`config.mk`:
```
export PLATFORM = sky130hd
export DESIGN_NAME = vmon_channel_config
export DESIGN_NICKNAME = d
export VERILOG_FILES = /design/src/hw/vmon_pkg.sv /design/src/hw/vmon_channel_config.sv
export SDC_FILE = /design/constraint.sdc
export NUM_CORES = 1
export LEC_CHECK = 0
export BUFFER_PORTS_ARGS = -buffer_cell sky130_fd_sc_hd__buf_4
export CORE_MARGIN = 5
export CORE_UTILIZATION = 61
export CTS_CLUSTER_SIZE = 24
export DETAILED_ROUTE_END_ITERATION = 6
export PLACE_DENSITY = 0.87
export REMOVE_ABC_BUFFERS = 1
export SLEW_MARGIN = 10
export SYNTH_ARGS = -nofsm -noshare
export SYNTH_HDL_FRONTEND = slang
export SYNTH_SLANG_ARGS = --single-unit
```
`constraint.sdc`:
```
create_clock -name CLK -period 29.3 [get_ports CLK]
set_input_delay 1.465 -clock CLK [delete_from_list [all_inputs] [get_ports CLK]]
set_output_delay 1.465 -clock CLK [all_outputs]
set_load 0.005 [all_outputs]
```
`src/hw/vmon_pkg.sv`:
```
// Package: register map, field layout and types of the voltage-monitor channel block
package vmon_pkg;
	localparam int NUM_INPUTS = 8;
	localparam int NUM_INPUTS_REDUCED = 6;
	localparam int CODE_W = 10;
	localparam int THR_W = 8;
	localparam int ADDR_W = 8;
	localparam int DATA_W = 8;
	// Register offsets
	localparam logic [7:0] RANGE_LO_OFS = 8'h17;
	localparam logic [7:0] RANGE_HI_OFS = 8'h18;
	localparam logic [7:0] MON_EN_OFS = 8'h1A;
	localparam logic [7:0] MODE_OFS = 8'h1C;
	localparam logic [7:0] THR_BASE_OFS = 8'h20;
	localparam logic [7:0] THR_LAST_OFS = 8'h3F;
	localparam logic [7:0] RESULT_BASE_OFS = 8'h40;
	localparam logic [7:0] FAULT_OFS = 8'h50;
	localparam logic [7:0] RESULT_LAST_OFS = 8'h47;
	localparam logic [7:0] FAULT_LAST_OFS = 8'h53;
	// Reset values (all configuration clears at power-on)
	localparam logic [7:0] RANGE_RST = 8'h00;
	localparam logic [7:0] MON_EN_RST = 8'h00;
	localparam logic [7:0] MODE_RST = 8'h00;
	localparam logic [7:0] THR_RST = 8'h00;
	// Mode register field positions
	localparam int MODE_DIFF_LSB = 0;
	localparam int MODE_BIP_LSB = 4;
	// Threshold order inside one input's group of four
	localparam int THR_PUV = 0;
	localparam int THR_SUV = 1;
	localparam int THR_POV = 2;
	localparam int THR_SOV = 3;
	typedef enum logic [1:0] {
		RANGE_5V6 = 2'b00,
		RANGE_2V8 = 2'b01,
		RANGE_1V4 = 2'b10,
		RANGE_RSVD = 2'b11
	} range_t;
	typedef struct packed {
		logic wr;
		logic rd;
		logic [ADDR_W-1:0] addr;
		logic [DATA_W-1:0] wdata;
	} reg_req_t;
	typedef struct packed {
		logic [NUM_INPUTS-1:0] puv;
		logic [NUM_INPUTS-1:0] suv;
		logic [NUM_INPUTS-1:0] pov;
		logic [NUM_INPUTS-1:0] sov;
	} fault_vec_t;
endpackage

```
`src/hw/vmon_channel_config.sv`:
```
// Voltage-monitor channel configuration, result post-processing and threshold check
`timescale 1ns/10ps
// Notes on behaviour
// (RULE_01) Eight inputs in full variant; reduced variant uses only inputs one to six.
// (RULE_02) Two-bit range code: 00 5.6V, 01 2.8V, 10 1.4V, 11 reserved.
// (RULE_03) Range fields of inputs 1-4 in first register, 5-8 in second.
// (RULE_04) Enable register bit n-1 enables monitoring of input n.
// (RULE_05) Each input has two undervoltage and two overvoltage limits.
// (RULE_06) Every threshold register is eight bits wide.
// (RULE_07) Only the upper eight result bits are compared against limits.
// (RULE_08) Pseudo-differential result is first single-ended code minus second.
// (RULE_09) Unipolar pairs accept only positive differences; bipolar pairs both signs.
// (RULE_10) Bipolar results are two's complement over the full code width.
// (RULE_11) Single-ended conversions are unipolar regardless of polarity bits.
// (RULE_12) Single-ended code is input over range times 1024, integer part.
// (RULE_13) Mode bits 3:0 pick single-ended or pseudo-differential per pair.
// (RULE_14) Mode bits 7:4 pick unipolar or bipolar per pair.
// (RULE_15) Compare stored results after each full multiplexer cycle; violations fault.
// (RULE_16) Disabled inputs never raise undervoltage or overvoltage faults.
// (RULE_17) Software never writes reserved range code 11.
module vmon_channel_config #(
	parameter bit FULL_VARIANT = 1'b1
) (
	// Clock and reset
	input wire logic CLK,
	input wire logic RST,
	// Register port from the serial interface or boot copy
	input wire vmon_pkg::reg_req_t REG_REQ,
	output logic [vmon_pkg::DATA_W-1:0] REG_RDATA,
	// Single-ended codes from the converter, one input per stop
	input wire logic CONV_VALID,
	input wire logic [2:0] CONV_INDEX,
	input wire logic [vmon_pkg::CODE_W-1:0] CONV_CODE,
	input wire logic MUX_CYCLE_DONE,
	// Range steering for the analog front end
	output logic [2*vmon_pkg::NUM_INPUTS-1:0] RANGE_SEL,
	output logic [vmon_pkg::NUM_INPUTS-1:0] INPUT_ACTIVE,
	// Fault results
	output vmon_pkg::fault_vec_t FAULTS,
	output logic COMPARE_DONE
);
	import vmon_pkg::*;

	// ----------------------------------------
	// Configuration registers
	// ----------------------------------------
	logic [7:0] range_lo_ff;
	logic [7:0] range_hi_ff;
	logic [7:0] mon_en_ff;
	logic [7:0] mode_ff;
	logic [THR_W-1:0] thr_ff [0:4*NUM_INPUTS-1];
	logic [CODE_W-1:0] se_code_ff [0:NUM_INPUTS-1];
	logic [CODE_W-1:0] result_ff [0:NUM_INPUTS-1];
	fault_vec_t fault_ff;
	logic done_ff;
	logic [NUM_INPUTS-1:0] present;

	// Reduced variant has no inputs seven and eight
	assign present = FULL_VARIANT ? 8'hFF : 8'h3F; // RULE_01

	function automatic logic in_range(input logic [7:0] a, input logic [7:0] lo,
		input logic [7:0] hi);
		in_range = (a >= lo) && (a <= hi);
	endfunction

	// Threshold slot of an address inside the threshold window
	function automatic logic [4:0] thr_slot(input logic [7:0] a);
		thr_slot = 5'(a - THR_BASE_OFS);
	endfunction

	// Upper bits of a code, the only part compared or read back
	function automatic logic [THR_W-1:0] upper_bits(input logic [CODE_W-1:0] c);
		upper_bits = c[CODE_W-1 -: THR_W];
	endfunction

	always_ff @(posedge CLK or posedge RST) begin
		if (RST) begin
			range_lo_ff <= RANGE_RST;
			range_hi_ff <= RANGE_RST;
			mon_en_ff <= MON_EN_RST;
			mode_ff <= MODE_RST;
		end else if (REG_REQ.wr) begin
			if (REG_REQ.addr == RANGE_LO_OFS) begin
				range_lo_ff <= REG_REQ.wdata; // RULE_03
			end else if (REG_REQ.addr == RANGE_HI_OFS) begin
				range_hi_ff <= REG_REQ.wdata; // RULE_03
			end else if (REG_REQ.addr == MON_EN_OFS) begin
				mon_en_ff <= REG_REQ.wdata; // RULE_04
			end else if (REG_REQ.addr == MODE_OFS) begin
				mode_ff <= REG_REQ.wdata; // RULE_13
			end
		end
	end

	// Four eight-bit limits per input
	always_ff @(posedge CLK or posedge RST) begin
		if (RST) begin
			for (int i = 0; i < 4*NUM_INPUTS; i++) begin
				thr_ff[i] <= THR_RST;
			end
		end else if (REG_REQ.wr && in_range(REG_REQ.addr, THR_BASE_OFS, THR_LAST_OFS)) begin
			thr_ff[thr_slot(REG_REQ.addr)] <= REG_REQ.wdata; // RULE_05 RULE_06
		end
	end

	// Range code 11 is passed through unchanged; its use is the host's fault
	assign RANGE_SEL = {range_hi_ff, range_lo_ff}; // RULE_02 RULE_12 RULE_17
	assign INPUT_ACTIVE = mon_en_ff & present;

	// ----------------------------------------
	// Result capture and pair post-processing
	// ----------------------------------------
	always_ff @(posedge CLK or posedge RST) begin
		if (RST) begin
			for (int i = 0; i < NUM_INPUTS; i++) begin
				se_code_ff[i] <= '0;
			end
		end else if (CONV_VALID && present[CONV_INDEX]) begin
			se_code_ff[CONV_INDEX] <= CONV_CODE; // RULE_12
		end
	end

	genvar p;
	generate
		for (p = 0; p < NUM_INPUTS/2; p++) begin : g_pair
			logic [CODE_W:0] diff;
			logic diff_mode;
			logic bip;
			assign diff = {1'b0, se_code_ff[2*p]} - {1'b0, se_code_ff[2*p+1]}; // RULE_08
			assign diff_mode = mode_ff[MODE_DIFF_LSB+p]; // RULE_13
			assign bip = mode_ff[MODE_BIP_LSB+p]; // RULE_14
			always_ff @(posedge CLK or posedge RST) begin
				if (RST) begin
					result_ff[2*p] <= '0;
					result_ff[2*p+1] <= '0;
				end else if (!diff_mode) begin
					// Polarity bits ignored in single-ended mode
					result_ff[2*p] <= se_code_ff[2*p]; // RULE_11
					result_ff[2*p+1] <= se_code_ff[2*p+1]; // RULE_11
				end else begin
					if (bip) begin
						result_ff[2*p] <= diff[CODE_W-1:0]; // RULE_09 RULE_10
					end else begin
						// Negative differences clamp to zero in unipolar form
						result_ff[2*p] <= diff[CODE_W] ? '0 : diff[CODE_W-1:0]; // RULE_09
					end
					result_ff[2*p+1] <= '0;
				end
			end
		end
	endgenerate

	// ----------------------------------------
	// Threshold comparison after each mux cycle
	// ----------------------------------------
	fault_vec_t nxt_fault;
	always_comb begin
		logic [THR_W-1:0] top;
		logic sgn;
		top = '0;
		sgn = 1'b0;
		nxt_fault = '0;
		for (int i = 0; i < NUM_INPUTS; i++) begin
			top = upper_bits(result_ff[i]); // RULE_07
			// Signed compare only for bipolar pseudo-differential pairs
			sgn = mode_ff[MODE_DIFF_LSB+i/2] && mode_ff[MODE_BIP_LSB+i/2];
			if (mon_en_ff[i] && present[i]) begin // RULE_16
				if (sgn) begin
					nxt_fault.puv[i] = $signed(top) < $signed(thr_ff[4*i+THR_PUV]);
					nxt_fault.suv[i] = $signed(top) < $signed(thr_ff[4*i+THR_SUV]);
					nxt_fault.pov[i] = $signed(top) > $signed(thr_ff[4*i+THR_POV]);
					nxt_fault.sov[i] = $signed(top) > $signed(thr_ff[4*i+THR_SOV]);
				end else begin
					nxt_fault.puv[i] = top < thr_ff[4*i+THR_PUV];
					nxt_fault.suv[i] = top < thr_ff[4*i+THR_SUV];
					nxt_fault.pov[i] = top > thr_ff[4*i+THR_POV];
					nxt_fault.sov[i] = top > thr_ff[4*i+THR_SOV];
				end
			end
		end
	end

	always_ff @(posedge CLK or posedge RST) begin
		if (RST) begin
			fault_ff <= '0;
			done_ff <= 1'b0;
		end else begin
			done_ff <= MUX_CYCLE_DONE;
			// Result registers settle one cycle after the last stop
			if (done_ff) begin
				fault_ff <= nxt_fault; // RULE_15
			end
		end
	end

	assign FAULTS = fault_ff;
	assign COMPARE_DONE = done_ff;

	// ----------------------------------------
	// Read-back
	// ----------------------------------------
	always_ff @(posedge CLK or posedge RST) begin
		if (RST) begin
			REG_RDATA <= '0;
		end else if (REG_REQ.rd) begin
			if (REG_REQ.addr == RANGE_LO_OFS) begin
				REG_RDATA <= range_lo_ff;
			end else if (REG_REQ.addr == RANGE_HI_OFS) begin
				REG_RDATA <= range_hi_ff;
			end else if (REG_REQ.addr == MON_EN_OFS) begin
				REG_RDATA <= mon_en_ff;
			end else if (REG_REQ.addr == MODE_OFS) begin
				REG_RDATA <= mode_ff;
			end else if (in_range(REG_REQ.addr, THR_BASE_OFS, THR_LAST_OFS)) begin
				REG_RDATA <= thr_ff[thr_slot(REG_REQ.addr)];
			end else if (in_range(REG_REQ.addr, RESULT_BASE_OFS, RESULT_LAST_OFS)) begin
				REG_RDATA <= upper_bits(result_ff[3'(REG_REQ.addr - RESULT_BASE_OFS)]);
			end else if (in_range(REG_REQ.addr, FAULT_OFS, FAULT_LAST_OFS)) begin
				REG_RDATA <= fault_ff[8*(3-int'(REG_REQ.addr[1:0])) +: 8];
			end else begin
				REG_RDATA <= '0;
			end
		end
	end
endmodule

```
==> results_dict.tcl, run 1 <==
set metrics [dict create \
    synth-async-reset-ratio_pct 100 \
    synthTopCellsByCount "dfrtp_1, mux2_2, inv_1, ha_1, nand2_1" \
    cts_setup_buffers 0 \
    finClkSkew_ns 0.0344 \
    period_needed_ns 4.41 \
    cts_tree "done" \
    setup_viol 0 \
    path_delay_family "buffers and inverters" \
    die_x_microns 227 \
    instances_no_fill 3262 \
    synth-edff-count 0 \
    grt.overflow.total 0 \
    cp-start-kind "input port" \
    max_freq_mhz 227 \
    wl_per_cell_microns 25.9 \
    drc 0 \
    critPathCaptureType "flip-flop" \
    area_growth_syn_to_layout_pct 9.30 \
    ys_ff_latch 473 \
    grt_max_degree 120 \
    cp.required_ns 29.78 \
    synthTopCellsByArea "dfrtp_1, mux2_2, ha_1" \
    p_per_area_nw_per_um2 62.5 \
    crit_buf_inv 2 \
    hold_buffers 0 \
    cts_buffers 48 \
    worstSetupPathType "input port to flip-flop" \
    peakVddDrop_mv 0.0431 \
    slowest_delay_ns 0.79 \
    antenna_found_initial 5 \
    synth.distinct_cells 69 \
    vias_per_cell 6.68 \
    fin_nets 2930 \
    clockBufferDepth 3 \
    crit_arrival_ns 4.89 \
    routed_wl_microns 84400 \
    worstHoldPathType "flip-flop to flip-flop" \
    vias 21800 \
    dp_cells 3176 \
    dp_worst_setup_slack_ns 24.41 \
    port-buffer-count 99 \
    cts_resized 0 \
    relSlewSlack_pct 22.7 \
    finalHoldViolations 0 \
    synth_seq_area_share_pct 41.1 \
    timing_worst_slew_pin_value_ns 1.16 \
    yosysMostFrequentCell "dfrtp_1" \
    avgSynthCellArea_sq_um 11.3 \
    crit_fanout 71 \
    drive_gt1_share_pct 25.0 \
    core_area_sq_um 46700 \
    rows 79 \
    ioPinCount 100 \
    cts_max_level 2 \
    cellLeakagePower_nw 14.6 \
    crit_chain "buf_6 > buf_4 > mux4_1 > a22o_1 > a211oi_1 > nor3b_1 > o32a_1" \
    synth.top_cell.area_share_pct 41.1 \
    ys_warn_count 0 \
    grt_pass1_vias 22600 \
    ys.flop_type "dfrtp_1" \
    slowest_stage "buf_4" \
    grt_pass1_wl_microns 131000 \
    netlist_area_sq_um 28800 \
    finalCritPeriodShare_pct 15.0 \
    grt_use_total_pct 32.6 \
    drtIter0Drc 2768 \
    drv_slew 0 \
    layout_setup_ws_ns 24.89 \
    gp_congestion 1.02 \
    fin_tns_setup_ns 0 \
    die_h_microns 227 \
    initial_core_util_pct 61.8 \
    max_cap_viol_count 0 \
    dpl.hpwl_microns 59200 \
    cts-root-buf "clkbuf_16" \
    yosys.area.top_type "dfrtp_1" \
    post_dp_cell_area_sq_um 29900 \
    power_mw 1.97 \
    final_area_sq_um 31500 \
    worstSkewPairLatency_ns 0.61 \
    clock-sinks 473 \
    dieArea_sq_um 51700 \
    holdWs_ns 0.501 \
    drtAntennaViolNets 0 \
    status "complete, no violations" \
    synthCells 2552 \
    fin_util_pct 67.5 \
    rsz0062_at_grt "no" \
    clkTransAtPathRegs_ns 0.06 \
    drt-pass1-iter-count 6 \
]
## cells by family (layout without fill, tap and decap cells)
logic type,after synthesis,after routing,synth area share [%]
AOI/OAI and AO/OA,447,447,10.4
xor gates and xnor gates,57,57,1.73
adders and majority gates,276,276,12.0
buffers and inverters,387,489,5.63
DFF,473,473,41.1
muxes,469,469,21.1
other,0,1,0
and+or+nand+nor,443,443,8.11
## area by class of cell
type	count	area (sq um)
Inverter	292	1100
Fill cell	3230	15100
Tap cell	607	759
Clock inverter	18	206
Clock buffer	67	1370
Sequential cell	473	11800
Multi-Input combinational cell	1692	15400
Timing Repair Buffer	112	845
Antenna cell	1	2.50
## worst register-to-register path: cells and delay by family, from the launching register on
kind,cells,cell delay [ns]
compound gates,3,0.49
flops,1,0.91
xor+xnor,1,0.29
simple gates,1,0.58
## where the power goes
group | internal [mW] | switching [mW] | total [mW] | leakage (nW)
logic | 0.239 | 0.280 | 0.519 | 7.62
registers | 0.719 | 0.103 | 0.822 | 6.24
clock network | 0.362 | 0.265 | 0.627 | 0.778
total | 1.32 | 0.647 | 1.97 | 14.6
## sequential cells by signal, indices dropped and copies added, names as in the netlist
register	cells
INPUT_ACTIVE	8
COMPARE_DONE	1
REG_RDATA	8
result_ff	64
se_code_ff	80
mode_ff	8
FAULTS	32
thr_ff	256
range_hi_ff	8
range_lo_ff	8
## cell usage in the layout (no fill, tap or decap), drive strengths merged, types with 5 or more instances in the layout
cell type,n
dfrtp,473
mux2,357
inv,292
ha,276
nand2,115
o21ai,114
buf,112
nor2,95
a21o,74
mux4,72
nand3,71
clkbuf,67
a21oi,66
mux2i,40
a211oi,38
xnor2,31
o22ai,30
nor3,30
o2bb2ai,26
xor2,26
nand2b,25
nand4,20
nor2b,19
o2111ai,18
nor3b,17
or4b,16
or2,16
clkinv,12
o21a,11
a31oi,8
a211o,8
a31o,8
a22o,7
o221ai,5
o21bai,5
## final timing paths
kind	from	to	slack [ns]	cells past startpoint
worst max-delay path	REG_REQ[8]	REG_RDATA[1]$_DFFE_PP0P_	24.89	7
worst min-delay path	se_code_ff[1]$_DFFE_PP0P_	se_code_ff[1]$_DFFE_PP0P_	0.50	1
worst max register to register	mode_ff[3]$_DFFE_PP0P_	FAULTS[14]$_DFFE_PP0P_	26.95	5
worst min register to register	se_code_ff[1]$_DFFE_PP0P_	se_code_ff[1]$_DFFE_PP0P_	0.50	1
max in group asynchronous	RST	thr_ff[174]$_DFFE_PP0P_	25.90	4
min in group asynchronous	RST	thr_ff[52]$_DFFE_PP0P_	1.03	2
## per-layer routing
layer	track usage, %	vias to the layer above	share of wire (%)
li1	-	9350	-
met1	41.8	10800	38
met2	51.0	1270	45
met3	9.14	382	10
met4	17.0	4	6.2
met5	0	-	0.032
No activity file was read; power rests on OpenSTA's default activity.
==> run 2: changes to the inputs <==
--- a/config.mk
+++ b/config.mk
@@ -7,10 +7,10 @@
 export LEC_CHECK = 0
 export BUFFER_PORTS_ARGS = -buffer_cell sky130_fd_sc_hd__buf_4
 export CORE_MARGIN = 5
-export CORE_UTILIZATION = 61
+export CORE_UTILIZATION = 57
 export CTS_CLUSTER_SIZE = 24
 export DETAILED_ROUTE_END_ITERATION = 6
-export PLACE_DENSITY = 0.87
+export PLACE_DENSITY = 0.85
 export REMOVE_ABC_BUFFERS = 1
 export SLEW_MARGIN = 10
 export SYNTH_ARGS = -nofsm -noshare
==> constraint.sdc (replaced) <==
create_clock -name CLK -period 3.8 [get_ports CLK]
set_input_delay 0.19 -clock CLK [delete_from_list [all_inputs] [get_ports CLK]]
set_output_delay 0.19 -clock CLK [all_outputs]
set_load 0.005 [all_outputs]
==> results_dict.tcl, run 2 (synthesis gave the netlist of run 1 again) <==
set metrics [dict create \
    status "complete, no violations" \
    period_needed_ns 2.42 \
    path_delay_family "simple AND/OR/NAND/NOR gates" \
    pwr-share-seq_pct 41.1 \
    grt_max_degree 125 \
    max_cap_viol_count 0 \
    cts_tree "done" \
    finalHoldViolations 0 \
    routed_wl_microns 86700 \
    area_growth_syn_to_layout_pct 11.1 \
    dr_wl_met3_microns 8630 \
    grt.overflow.total 0 \
    drtIter0Drc 2393 \
    crit_arrival_ns 2.95 \
    slowest_stage "dfrtp_1" \
    setup_viol 0 \
    top_layer "met4" \
    initial_core_util_pct 57.6 \
    cts_buffers 51 \
    switching_power_mw 5.10 \
    met2_length_microns 38900 \
    reg.largest.list "thr_ff x256, se_code_ff x80, result_ff x64" \
    pwr-share-clk_pct 32.9 \
    vias_per_cell 6.50 \
    clock-sinks 473 \
    instances_no_fill 3361 \
    regMostFlops "thr_ff" \
    clkTransAtPathRegs_ns 0.06 \
    slowest_delay_ns 0.75 \
    port-buffer-count 99 \
    cp-start-kind "flip-flop" \
    antenna_found_initial 1 \
    num-fill-cells 3845 \
    die_x_microns 235 \
    relSlewSlack_pct 25.0 \
    rows 82 \
    drv_slew 0 \
    worstSkewPairLatency_ns 0.61 \
    rsz0062_at_grt "no" \
    clockBufferDepth 3 \
    layout_commonest_cell "dfrtp_1" \
    dp_cells 3254 \
    wl_per_cell_microns 25.8 \
    drive_gt1_share_pct 25.4 \
    multi_input_area_sq_um 15400 \
    worstSetupPathType "flip-flop to flip-flop" \
    crit_buf_inv 1 \
    crit_chain "buf_4 > nand2_1 > or4b_2 > or2_2 > nand3_1" \
    finClkSkew_ns 0.0220 \
    switching_share_pct 32.9 \
    timing_worst_slew_pin_value_ns 1.12 \
    p_int_mw 10.4 \
    grt_use_total_pct 30.9 \
    largest_reg_flops 256 \
    power_mw 15.5 \
    layout_setup_ws_ns 1.38 \
    gp_congestion 0.988 \
    peakVddDrop_mv 0.330 \
    wl_met1_microns 34400 \
    drc 0 \
    crit_fanout 13 \
    dieArea_sq_um 55200 \
    dpl.hpwl_microns 62600 \
    final_cell_mix "dfrtp_1, mux2_2, inv_1, ha_1, buf_4" \
    dp_worst_setup_slack_ns 0.962 \
    cts_max_level 2 \
    core_area_sq_um 50100 \
    seqCellArea_sq_um 11800 \
    grt_pass1_vias 22500 \
    worstHoldPathType "input port to flip-flop" \
    finalCritPeriodShare_pct 63.8 \
    critPathCaptureType "flip-flop" \
    vias 21800 \
    max_freq_mhz 413 \
    die_h_microns 235 \
    cellLeakagePower_nw 14.8 \
    p_per_area_nw_per_um2 484 \
    holdWs_ns 0.0897 \
    cp.required_ns 4.32 \
    cts-root-buf "clkbuf_16" \
    fin_nets 2959 \
    grt_pass1_wl_microns 135000 \
    drtAntennaViolNets 0 \
    ioPinCount 100 \
    pwr-share-comb_pct 26.0 \
    drt-pass1-iter-count 6 \
    cts_resized 0 \
]
==> run 2: layer usage <==
metal	vias to the layer above	global-route usage, %
li1	9419	-
met1	10900	40.9
met2	1175	48.0
met3	299	7.77
met4	0	15.1
met5	-	0
==> run 2: timing repair <==
item | 4_1_cts | 5_1_grt
endpoints found under the setup margin | 0 | 0
buffers inserted | 0 | 0
hold endpoints to repair | 202 | 0
hold buffers | 13 | 0
==> run 2: power groups by stage <==
stage	clock [mW]	sequential [mW]	combinational [mW]
after floorplan	0	5.98	2.83
after global placement	0	6.36	3.65
after detailed placement	0	6.40	3.91
after CTS	5.13	6.31	3.97
after global routing	5.33	6.39	4.49
final	5.11	6.37	4.03
==> run 2: worst min-delay path, cell delays in order <==
cell and delay (ns):
buf_4 0.13, nor3_2 0.15, o21ai_0 0.17
==> run 2: layout make-up <==
class,count,area share (%)
Multi-Input combinational cell,1692,48.0
Sequential cell,473,37.0
Clock buffer,73,4.66
Timing Repair Buffer,138,3.58
Inverter,292,3.45
Tap cell,672,2.63
Clock inverter,19,0.657
Antenna cell,2,0.0156
==> run 2: worst paths after layout <==
kind / from / endpoint / slack (ns) / cells past startpoint
worst min register to register: se_code_ff[69]$_DFFE_PP0P_ / result_ff[69]$_DFF_PP0_ / 0.50 / 2
min in group asynchronous: RST / thr_ff[12]$_DFFE_PP0P_ / 0.33 / 3
max in group asynchronous: RST / se_code_ff[77]$_DFFE_PP0P_ / 2.32 / 4
worst min-delay path: CONV_INDEX[1] / se_code_ff[61]$_DFFE_PP0P_ / 0.09 / 3
worst max register to register: COMPARE_DONE$_DFF_PP0_ / FAULTS[30]$_DFFE_PP0P_ / 1.38 / 5
worst max-delay path: COMPARE_DONE$_DFF_PP0_ / FAULTS[30]$_DFFE_PP0P_ / 1.38 / 5
==> run 2: stage by stage <==
stage	area [sq um]	utilization (%)	TNS (ns)
6_report	32000	63.9	0
4_1_cts	32000	63.9	0
3_5_place_dp	30200	60.3	0
5_1_grt	32000	63.9	0
2_1_floorplan	28300	-	-4533.29
3_3_place_gp	30200	60.3	0
